File: src/hw/tsi_pkg.sv
// Constants for the idle-code and interrupt status register slice
`default_nettype none

package tsi_pkg;

    // ------------------------------------------------------------
    // Register offsets
    // ------------------------------------------------------------
    localparam logic [7:0] OFS_IDLE_ONE   = 8'h03;
    localparam logic [7:0] OFS_IDLE_TWO   = 8'h04;
    localparam logic [7:0] OFS_IDLE_THREE = 8'h05;
    localparam logic [7:0] OFS_MASTER_EN  = 8'h06;
    localparam logic [7:0] OFS_STATUS     = 8'h07;
    localparam logic [7:0] OFS_EVENT_MASK = 8'h08;

    // ------------------------------------------------------------
    // Status, mask and master enable bit positions
    // ------------------------------------------------------------
    localparam int BIT_FRAME_SYNC_ERR = 6;
    localparam int BIT_PATTERN_FOUND  = 5;
    localparam int BIT_PATTERN_ERR    = 3;
    localparam int BIT_SELFTEST_DONE  = 1;
    localparam int BIT_INSERT_DONE    = 0;
    localparam int BIT_MASTER_EN      = 0;

    // ------------------------------------------------------------
    // Reset values and read masks
    // ------------------------------------------------------------
    localparam logic [7:0] RST_IDLE_CODE  = 8'h00;
    localparam logic [7:0] RST_EVENT_MASK = 8'h7F;
    localparam logic [7:0] MASK_RSVD_ONES = 8'h14;
    localparam logic [7:0] MASK_WRITABLE  = 8'h6B;
    localparam logic [7:0] STATUS_USED    = 8'h6B;

    // ------------------------------------------------------------
    // Pattern checker and slot modes
    // ------------------------------------------------------------
    localparam int LOCK_SLOTS = 32;

    typedef enum logic [1:0] {
        TSI_MODE_PASS  = 2'b00,
        TSI_MODE_IDLE1 = 2'b01,
        TSI_MODE_IDLE2 = 2'b10,
        TSI_MODE_IDLE3 = 2'b11
    } tsi_slot_mode_t;

endpackage : tsi_pkg

`default_nettype wire

File: src/hw/tsi_pat_lock.sv
// Test-pattern checker lock tracker: found state and error pulses
`default_nettype none

module tsi_pat_lock #(
    parameter int LOCK_SLOTS = tsi_pkg::LOCK_SLOTS
) (
    input  wire logic core_clk,
    input  wire logic rst_b,
    input  wire logic chk_run,
    input  wire logic slot_valid,
    input  wire logic slot_error,
    output var  logic found,
    output var  logic error_pulse
);

    localparam int CW = $clog2(LOCK_SLOTS + 1);
    localparam logic [CW-1:0] LAST = CW'(LOCK_SLOTS - 1);

    logic [CW-1:0] clean_cnt;

    // ------------------------------------------------------------
    // Decode
    // ------------------------------------------------------------
    wire good_slot  = chk_run & slot_valid & ~slot_error;
    wire bad_slot   = chk_run & slot_valid & slot_error;
    wire reach_lock = good_slot & ~found & (clean_cnt == LAST);

    // Count clean slots across frames until locked
    always_ff @(posedge core_clk) begin
        if (!rst_b || !chk_run || bad_slot) begin
            clean_cnt <= '0;
        end else if (good_slot && !found) begin
            clean_cnt <= clean_cnt + CW'(1);
        end
    end

    // Found state and per-error pulse once locked
    always_ff @(posedge core_clk) begin
        if (!rst_b || !chk_run) begin
            found       <= 1'b0;
            error_pulse <= 1'b0;
        end else begin
            found       <= found | reach_lock;
            error_pulse <= bad_slot & found;
        end
    end

    // Lock needs the full run of clean slots
    lock_count_a: assert property (@(posedge core_clk) disable iff (!rst_b)
        $rose(found) |-> $past(clean_cnt) == LAST)
        else $error("pattern found before enough clean slots");

    // Errors only flagged after lock
    err_after_lock_a: assert property (@(posedge core_clk)
        disable iff (!rst_b)
        error_pulse |-> $past(found) && $past(bad_slot))
        else $error("pattern error flagged without lock");

endmodule : tsi_pat_lock

`default_nettype wire

File: src/hw/tsi_irq_status.sv
// Idle-code registers, interrupt enable, mask and status with irq output
`default_nettype none

// Notes on behaviour
// - Three idle bytes substitute matching outgoing slots
// - Substitution only when slot mode selects idle
// - Master enable low keeps interrupt deasserted
// - Master enable high: irq from status and masks
// - Missing or misaligned frame pulse sets sync error
// - Bit five shows pattern checker found state
// - Found after 32 clean checked slots
// - Once found, each pattern error sets bit three
// - Self-test completion sets bit one
// - Finished error insertion sets bit zero
// - Reserved status bits and enable upper bits read zero
// - Status read clears all bits until new event, except bit five while found holds
// - Status ignores masks except sync error mask
// - Event masks reset to one, block interrupt
module tsi_irq_status (
    input  wire logic       core_clk,
    input  wire logic       rst_b,
    input  wire logic [7:0] host_addr,
    input  wire logic [7:0] host_wdata,
    input  wire logic       host_wr,
    input  wire logic       host_rd,
    output var  logic [7:0] host_rdata,
    input  wire logic       frame_pulse,
    input  wire logic       frame_expected,
    input  wire logic       chk_run,
    input  wire logic       chk_slot_valid,
    input  wire logic       chk_slot_error,
    input  wire logic       selftest_done,
    input  wire logic       error_insert_done,
    input  wire logic [1:0] slot_mode,
    input  wire logic [7:0] slot_data_in,
    output var  logic [7:0] slot_data_out,
    output var  logic       irq
);

    // ------------------------------------------------------------
    // Registers
    // ------------------------------------------------------------
    logic [7:0] idle_code_one;
    logic [7:0] idle_code_two;
    logic [7:0] idle_code_three;
    logic       irq_master_enable;
    logic [7:0] irq_event_mask;
    logic [7:0] irq_event_status;
    logic       frame_pulse_meta;
    logic       frame_pulse_sync;
    logic       pattern_found;
    logic       pattern_err_pulse;

    // ------------------------------------------------------------
    // Address decode
    // ------------------------------------------------------------
    function automatic logic hit(input logic [7:0] a, input logic [7:0] o);
        return a == o;
    endfunction : hit

    wire wr_idle_one   = host_wr & hit(host_addr, tsi_pkg::OFS_IDLE_ONE);
    wire wr_idle_two   = host_wr & hit(host_addr, tsi_pkg::OFS_IDLE_TWO);
    wire wr_idle_three = host_wr & hit(host_addr, tsi_pkg::OFS_IDLE_THREE);
    wire wr_master     = host_wr & hit(host_addr, tsi_pkg::OFS_MASTER_EN);
    wire wr_mask       = host_wr & hit(host_addr, tsi_pkg::OFS_EVENT_MASK);
    wire rd_status     = host_rd & hit(host_addr, tsi_pkg::OFS_STATUS);

    // ------------------------------------------------------------
    // Event sources
    // ------------------------------------------------------------
    tsi_pat_lock #(
        .LOCK_SLOTS (tsi_pkg::LOCK_SLOTS)
    ) u_pat_lock (
        .core_clk    (core_clk),
        .rst_b       (rst_b),
        .chk_run     (chk_run),
        .slot_valid  (chk_slot_valid),
        .slot_error  (chk_slot_error),
        .found       (pattern_found),
        .error_pulse (pattern_err_pulse)
    );

    // Frame pulse pin synchroniser
    always_ff @(posedge core_clk) begin
        if (!rst_b) begin
            frame_pulse_meta <= 1'b0;
            frame_pulse_sync <= 1'b0;
        end else begin
            frame_pulse_meta <= frame_pulse;
            frame_pulse_sync <= frame_pulse_meta;
        end
    end

    // Sync error: pulse absent or off position, blocked by its mask
    wire fs_mask    = irq_event_mask[tsi_pkg::BIT_FRAME_SYNC_ERR];
    wire fs_missing = frame_expected & ~frame_pulse_sync;
    wire fs_misalig = frame_pulse_sync & ~frame_expected;
    wire frame_sync_error_flag =
        (fs_missing | fs_misalig) & ~fs_mask;

    // New events collected into status positions
    logic [7:0] status_set;
    always_comb begin
        status_set = 8'h00;
        status_set[tsi_pkg::BIT_FRAME_SYNC_ERR] = frame_sync_error_flag;
        status_set[tsi_pkg::BIT_PATTERN_FOUND]  = pattern_found;
        status_set[tsi_pkg::BIT_PATTERN_ERR]    = pattern_err_pulse;
        status_set[tsi_pkg::BIT_SELFTEST_DONE]  = selftest_done;
        status_set[tsi_pkg::BIT_INSERT_DONE]    = error_insert_done;
    end

    // Read clears, a coincident event wins over the clear
    wire [7:0] status_keep = rd_status ? 8'h00 : irq_event_status;
    wire [7:0] next_status =
        (status_keep | status_set) & tsi_pkg::STATUS_USED;

    // ------------------------------------------------------------
    // Register writes
    // ------------------------------------------------------------
    always_ff @(posedge core_clk) begin
        if (!rst_b) begin
            idle_code_one   <= tsi_pkg::RST_IDLE_CODE;
            idle_code_two   <= tsi_pkg::RST_IDLE_CODE;
            idle_code_three <= tsi_pkg::RST_IDLE_CODE;
        end else begin
            if (wr_idle_one) idle_code_one <= host_wdata;
            if (wr_idle_two) idle_code_two <= host_wdata;
            if (wr_idle_three) idle_code_three <= host_wdata;
        end
    end

    // Enable, mask and status
    always_ff @(posedge core_clk) begin
        if (!rst_b) begin
            irq_master_enable <= 1'b0;
            irq_event_mask    <= tsi_pkg::RST_EVENT_MASK;
            irq_event_status  <= 8'h00;
        end else begin
            if (wr_master)
                irq_master_enable <= host_wdata[tsi_pkg::BIT_MASTER_EN];
            if (wr_mask) irq_event_mask <= host_wdata & tsi_pkg::MASK_WRITABLE;
            irq_event_status <= next_status;
        end
    end

    // ------------------------------------------------------------
    // Read data
    // ------------------------------------------------------------
    wire [7:0] mask_view = irq_event_mask | tsi_pkg::MASK_RSVD_ONES;
    wire [7:0] read_mux =
        hit(host_addr, tsi_pkg::OFS_IDLE_ONE)   ? idle_code_one   :
        hit(host_addr, tsi_pkg::OFS_IDLE_TWO)   ? idle_code_two   :
        hit(host_addr, tsi_pkg::OFS_IDLE_THREE) ? idle_code_three :
        hit(host_addr, tsi_pkg::OFS_MASTER_EN)  ? {7'h00, irq_master_enable} :
        hit(host_addr, tsi_pkg::OFS_STATUS)     ? irq_event_status :
        hit(host_addr, tsi_pkg::OFS_EVENT_MASK) ? mask_view : 8'h00;

    always_ff @(posedge core_clk) begin
        if (!rst_b) begin
            host_rdata <= 8'h00;
        end else if (host_rd) begin
            host_rdata <= read_mux;
        end
    end

    // ------------------------------------------------------------
    // Outgoing slot data select
    // ------------------------------------------------------------
    logic [7:0] next_slot_data;
    always_comb begin
        unique case (tsi_pkg::tsi_slot_mode_t'(slot_mode))
            tsi_pkg::TSI_MODE_PASS:  next_slot_data = slot_data_in;
            tsi_pkg::TSI_MODE_IDLE1: next_slot_data = idle_code_one;
            tsi_pkg::TSI_MODE_IDLE2: next_slot_data = idle_code_two;
            tsi_pkg::TSI_MODE_IDLE3: next_slot_data = idle_code_three;
        endcase
    end

    // Interrupt level from unmasked status and master enable
    wire [7:0] unmasked = irq_event_status & ~irq_event_mask;
    wire next_irq = irq_master_enable & (|unmasked);

    always_ff @(posedge core_clk) begin
        if (!rst_b) begin
            slot_data_out <= 8'h00;
            irq           <= 1'b0;
        end else begin
            slot_data_out <= next_slot_data;
            irq           <= next_irq;
        end
    end

    // ------------------------------------------------------------
    // Checks
    // ------------------------------------------------------------
    master_off_a: assert property (@(posedge core_clk) disable iff (!rst_b)
        !$past(irq_master_enable) |-> !irq)
        else $error("irq asserted with master enable off");

    irq_level_a: assert property (@(posedge core_clk) disable iff (!rst_b)
        irq == ($past(irq_master_enable) && |$past(unmasked)))
        else $error("irq does not follow unmasked status");

    fs_masked_a: assert property (@(posedge core_clk) disable iff (!rst_b)
        fs_mask |=> !irq_event_status[tsi_pkg::BIT_FRAME_SYNC_ERR] ||
            $past(irq_event_status[tsi_pkg::BIT_FRAME_SYNC_ERR]))
        else $error("sync error set while masked");

    fs_missing_a: assert property (@(posedge core_clk) disable iff (!rst_b)
        (frame_expected && !frame_pulse_sync && !fs_mask)
        |=> irq_event_status[tsi_pkg::BIT_FRAME_SYNC_ERR])
        else $error("missing frame pulse not flagged");

    read_clear_a: assert property (@(posedge core_clk) disable iff (!rst_b)
        (rd_status && status_set == 8'h00)
        |=> irq_event_status == 8'h00)
        else $error("status not cleared by read");

    rsvd_zero_a: assert property (@(posedge core_clk) disable iff (!rst_b)
        (irq_event_status & ~tsi_pkg::STATUS_USED) == 8'h00)
        else $error("reserved status bit set");

    found_bit_a: assert property (@(posedge core_clk) disable iff (!rst_b)
        pattern_found |=> irq_event_status[tsi_pkg::BIT_PATTERN_FOUND])
        else $error("found state not shown in status");

    selftest_a: assert property (@(posedge core_clk) disable iff (!rst_b)
        selftest_done |=> irq_event_status[tsi_pkg::BIT_SELFTEST_DONE])
        else $error("self-test completion lost");

    insert_a: assert property (@(posedge core_clk) disable iff (!rst_b)
        error_insert_done
        |=> irq_event_status[tsi_pkg::BIT_INSERT_DONE])
        else $error("error insertion completion lost");

    idle_sub_a: assert property (@(posedge core_clk) disable iff (!rst_b)
        slot_mode == tsi_pkg::TSI_MODE_IDLE1
        |=> slot_data_out == $past(idle_code_one))
        else $error("idle code one not substituted");

    mask_reset_a: assert property (@(posedge core_clk)
        !rst_b |=> irq_event_mask == tsi_pkg::RST_EVENT_MASK)
        else $error("event mask not reset to ones");

endmodule : tsi_irq_status

`default_nettype wire

File: config.mk
export PLATFORM = sky130hd
export DESIGN_NAME = tsi_irq_status
export DESIGN_NICKNAME = d
export VERILOG_FILES = /design/src/hw/tsi_pkg.sv /design/src/hw/tsi_pat_lock.sv /design/src/hw/tsi_irq_status.sv
export SDC_FILE = /design/constraint.sdc
export NUM_CORES = 1
export LEC_CHECK = 0
export ABC_AREA = 1
export BUFFER_PORTS_ARGS = -buffer_cell sky130_fd_sc_hd__buf_2
export CAP_MARGIN = 20
export CORE_MARGIN = 3
export CORE_UTILIZATION = 49
export CTS_CLUSTER_DIAMETER = 80
export CTS_CLUSTER_SIZE = 40
export DETAILED_ROUTE_END_ITERATION = 8
export GPL_TIMING_DRIVEN = 0
export PLACE_DENSITY_LB_ADDON = 0.3
export SLEW_MARGIN = 15
export SYNTH_ARGS = -nofsm -noshare
export SYNTH_HDL_FRONTEND = slang
export SYNTH_SLANG_ARGS = --single-unit
File: constraint.sdc
create_clock -name core_clk -period 1 [get_ports core_clk]
set_input_delay 0.05 -clock core_clk [delete_from_list [all_inputs] [get_ports core_clk]]
set_output_delay 0.05 -clock core_clk [all_outputs]
set_load 0.03 [all_outputs]
==> out/metrics.csv <==
metric,value,unit
hp-class,in2reg,
ant_nets,0,
grt.overflow.total,0,
p_per_area,1320,nW/um^2
hold-path-cell-count,3,
drt_iter0_markers,244,
crit_family,flip-flops,
path_clk_slew,0.07,ns
synthesis.nets,420,
topRoutingLayerUsed,met4,
violations,negative setup slack,
chipWidth,81.5,um
wl_met3,493,um
hold_slack,0.00216,ns
dieArea,6640,sq um
critPathArrivalTime,1.43,ns
n_antenna_cell,0,
vias,2883,
cts_tree,done,
total_power,4800,uW
synth_cells,382,
place_inst,504,
layout-drive-gt1-share,0.303,
ios,54,
cp-start-kind,flip-flop,
grt_pass1_vias,2599,
port_buffers,52,
worstHoldStart,host_wdata[7],
place_hpwl,5310,um
drt-met1-wl,3330,um
maxSlewHeadroom,0.666,
timing_hold_violations_final,0,
cpPeakStageDelay,0.37,ns
clock-sinks,62,
outcome,"complete, but fails checks",
area_growth,30.0,%
start_util,0.527,
fin_cells,538,
grt_setup_unrepaired,yes,
slew_viol_final,0,
wl_met2,3680,um
nets,503,
drt-wirelength-per-cell,14.3,um
fin_crit_sh,1.18,
post-route-util,0.685,
reg2reg_from,u_pat_lock.clean_cnt[0]$_SDFFE_PP0P_,
required,1.26,ns
setup_viol,5,
clock_latency,0.34,ns
grt_antenna_before_repair,0,
htreeDepth,3,
end_kind,flip-flop,
ys_seq_area_frac,0.444,
grt_max_degree,11,
cts_made_buffers,9,
p_leak,0.00154,uW
syn-cell-area,2790,sq um
crit_cells,5,
fmax,849,MHz
fin_crit,1.18,ns
worst-path-buf-inv,1,
ys_ff_latch,62,
crit_slowest_cell,dfxtp_4,
drt_wl_total,7690,um
ir_drop,1.18,mV
synth_cell_types,34,
worstPathMaxFanout,3,
drtPass1Iterations,5,
grt_pass1_wl,12000,um
multiInputGateArea,1470,sq um
core,5300,sq um
track_usage,0.239,
reg2regPathDepth,5,
startpoint,u_pat_lock.clean_cnt[0]$_SDFFE_PP0P_,
ff_latch_area,1260,sq um
die-height,81.5,um
max_cap_viol_count,0,
fin_ws,-0.177,ns
crit_path_cell_trace,ha_4 -> inv_4 -> nor3_4 -> nand3_2 -> o31ai_2,
worstMarginPinSlew,0.501,ns
fp-row-count,26,
clock_tree.root_cell,clkbuf_8,
avgSynthCellArea,7.31,sq um
drc_errors,0,
path_class,reg2reg,
viasPerCell,5.36,
synth_warnings,0,
skew,0.00343,ns
place.gp.congestion,0.868,
fill_cells,446,
ctsLongestPathBuffers,2,
==> placed cells by master (no fill, tap or decap), drive strengths merged, types with 2 or more instances in the layout <==
cell type,instances
a21oi,32
a31oi,4
o211ai,2
o21ai,38
o22ai,2
clkinv,5
dfxtp,62
nor3b,3
nand2,83
nor3,2
nor2,69
buf,65
clkbuf,17
nand3,30
dlygate4sd3,11
a221oi,4
inv,33
xor2,2
==> tightest hold or removal path, cell delays in order <==
cell and delay [ns]:
buf_2 0.11, o21ai_0 0.08, nor2_1 0.07
==> layer usage <==
metal,GRT usage,up-vias
li1,-,1420
met1,0.297,1336
met2,0.398,104
met3,0.0548,23
met4,0.0980,0
met5,0,-
==> metrics by stage <==
| stage | TNS, ns | setup slack [ns] | area (sq um) |
|---|---|---|---|
| 2_1_floorplan | -0.113 | -0.0529 | 2830 |
| 3_3_place_gp | -7.57 | -0.234 | 3170 |
| 3_5_place_dp | -8.83 | -0.264 | 3170 |
| 4_1_cts | -0.408 | -0.126 | 3500 |
| 5_1_grt | -0.921 | -0.234 | 3630 |
| 6_report | -0.636 | -0.177 | 3630 |
==> synth_stat cells, drive strengths merged <==
library cell / number / share of area
buf: 4 / 0.012
a31oi: 4 / 0.0090
nand2: 83 / 0.13
a221oi: 4 / 0.013
clkbuf: 5 / 0.0067
nand4: 1 / 0.0022
o22ai: 2 / 0.0045
a211oi: 1 / 0.0027
nor3: 2 / 0.0054
ha: 1 / 0.0045
dfxtp: 62 / 0.44
o21ai: 38 / 0.068
nand3: 30 / 0.056
nor2: 69 / 0.11
nor3b: 3 / 0.0081
inv: 33 / 0.047
a21oi: 32 / 0.064
o31ai: 1 / 0.0027
o211ai: 2 / 0.0054
clkinv: 3 / 0.0049
xor2: 2 / 0.0063
==> path summary, 6_finish.rpt <==
kind | to | slack [ns]
max | u_pat_lock.found$_SDFF_PP0_ | -0.18
min | idle_code_two[7]$_SDFFE_PN0P_ | 0.002
max reg2reg | u_pat_lock.found$_SDFF_PP0_ | -0.18
min reg2reg | irq_event_status[3]$_SDFF_PN0_ | 0.45
==> report_power, final <==
group / total [uW] / internal, uW / switching, uW
clock network: 1870 / 932 / 935
logic: 424 / 160 / 264
registers: 2510 / 2490 / 14.9
total: 4800 / 3590 / 1210
==> state kept, by name, indices dropped and copies added (netlist names) <==
name                    flops
idle_code_two               8
host_rdata                  8
u_pat_lock.clean_cnt        6
frame_pulse_sync            1
irq_master_enable           1
irq_event_mask              5
idle_code_one               8
slot_data_out               8
irq                         1
irq_event_status            5
u_pat_lock.error_pulse      1
idle_code_three             8
u_pat_lock.found            1
frame_pulse_meta            1
==> kinds of logic (layout without fill, tap and decap cells) <==
logic type	after synthesis	after routing	share of synthesized area
fa+ha+maj	1	1	0.00448
xor+xnor	2	2	0.00627
simple gates	188	188	0.306
flops	62	62	0.444
buf+inv	45	131	0.0703
compound gates	84	84	0.169
==> what timing repair did <==
action	4_1_cts	5_1_grt
setup buffers	5	5
hold endpoints to repair	12	0
endpoints found under the setup margin	4	19
pin swaps	6	17
gates resized for setup	6	32
hold buffers	11	0
==> cell type report <==
type	count	area share
buffer	9	0.0141
timing repair buffer	72	0.127
clock inverter	2	0.00276
clock buffer	12	0.0400
tap	70	0.0241
multi-input combinational	275	0.404
sequential	62	0.348
inverter	36	0.0407
No activity file was read; power rests on OpenSTA's default activity.
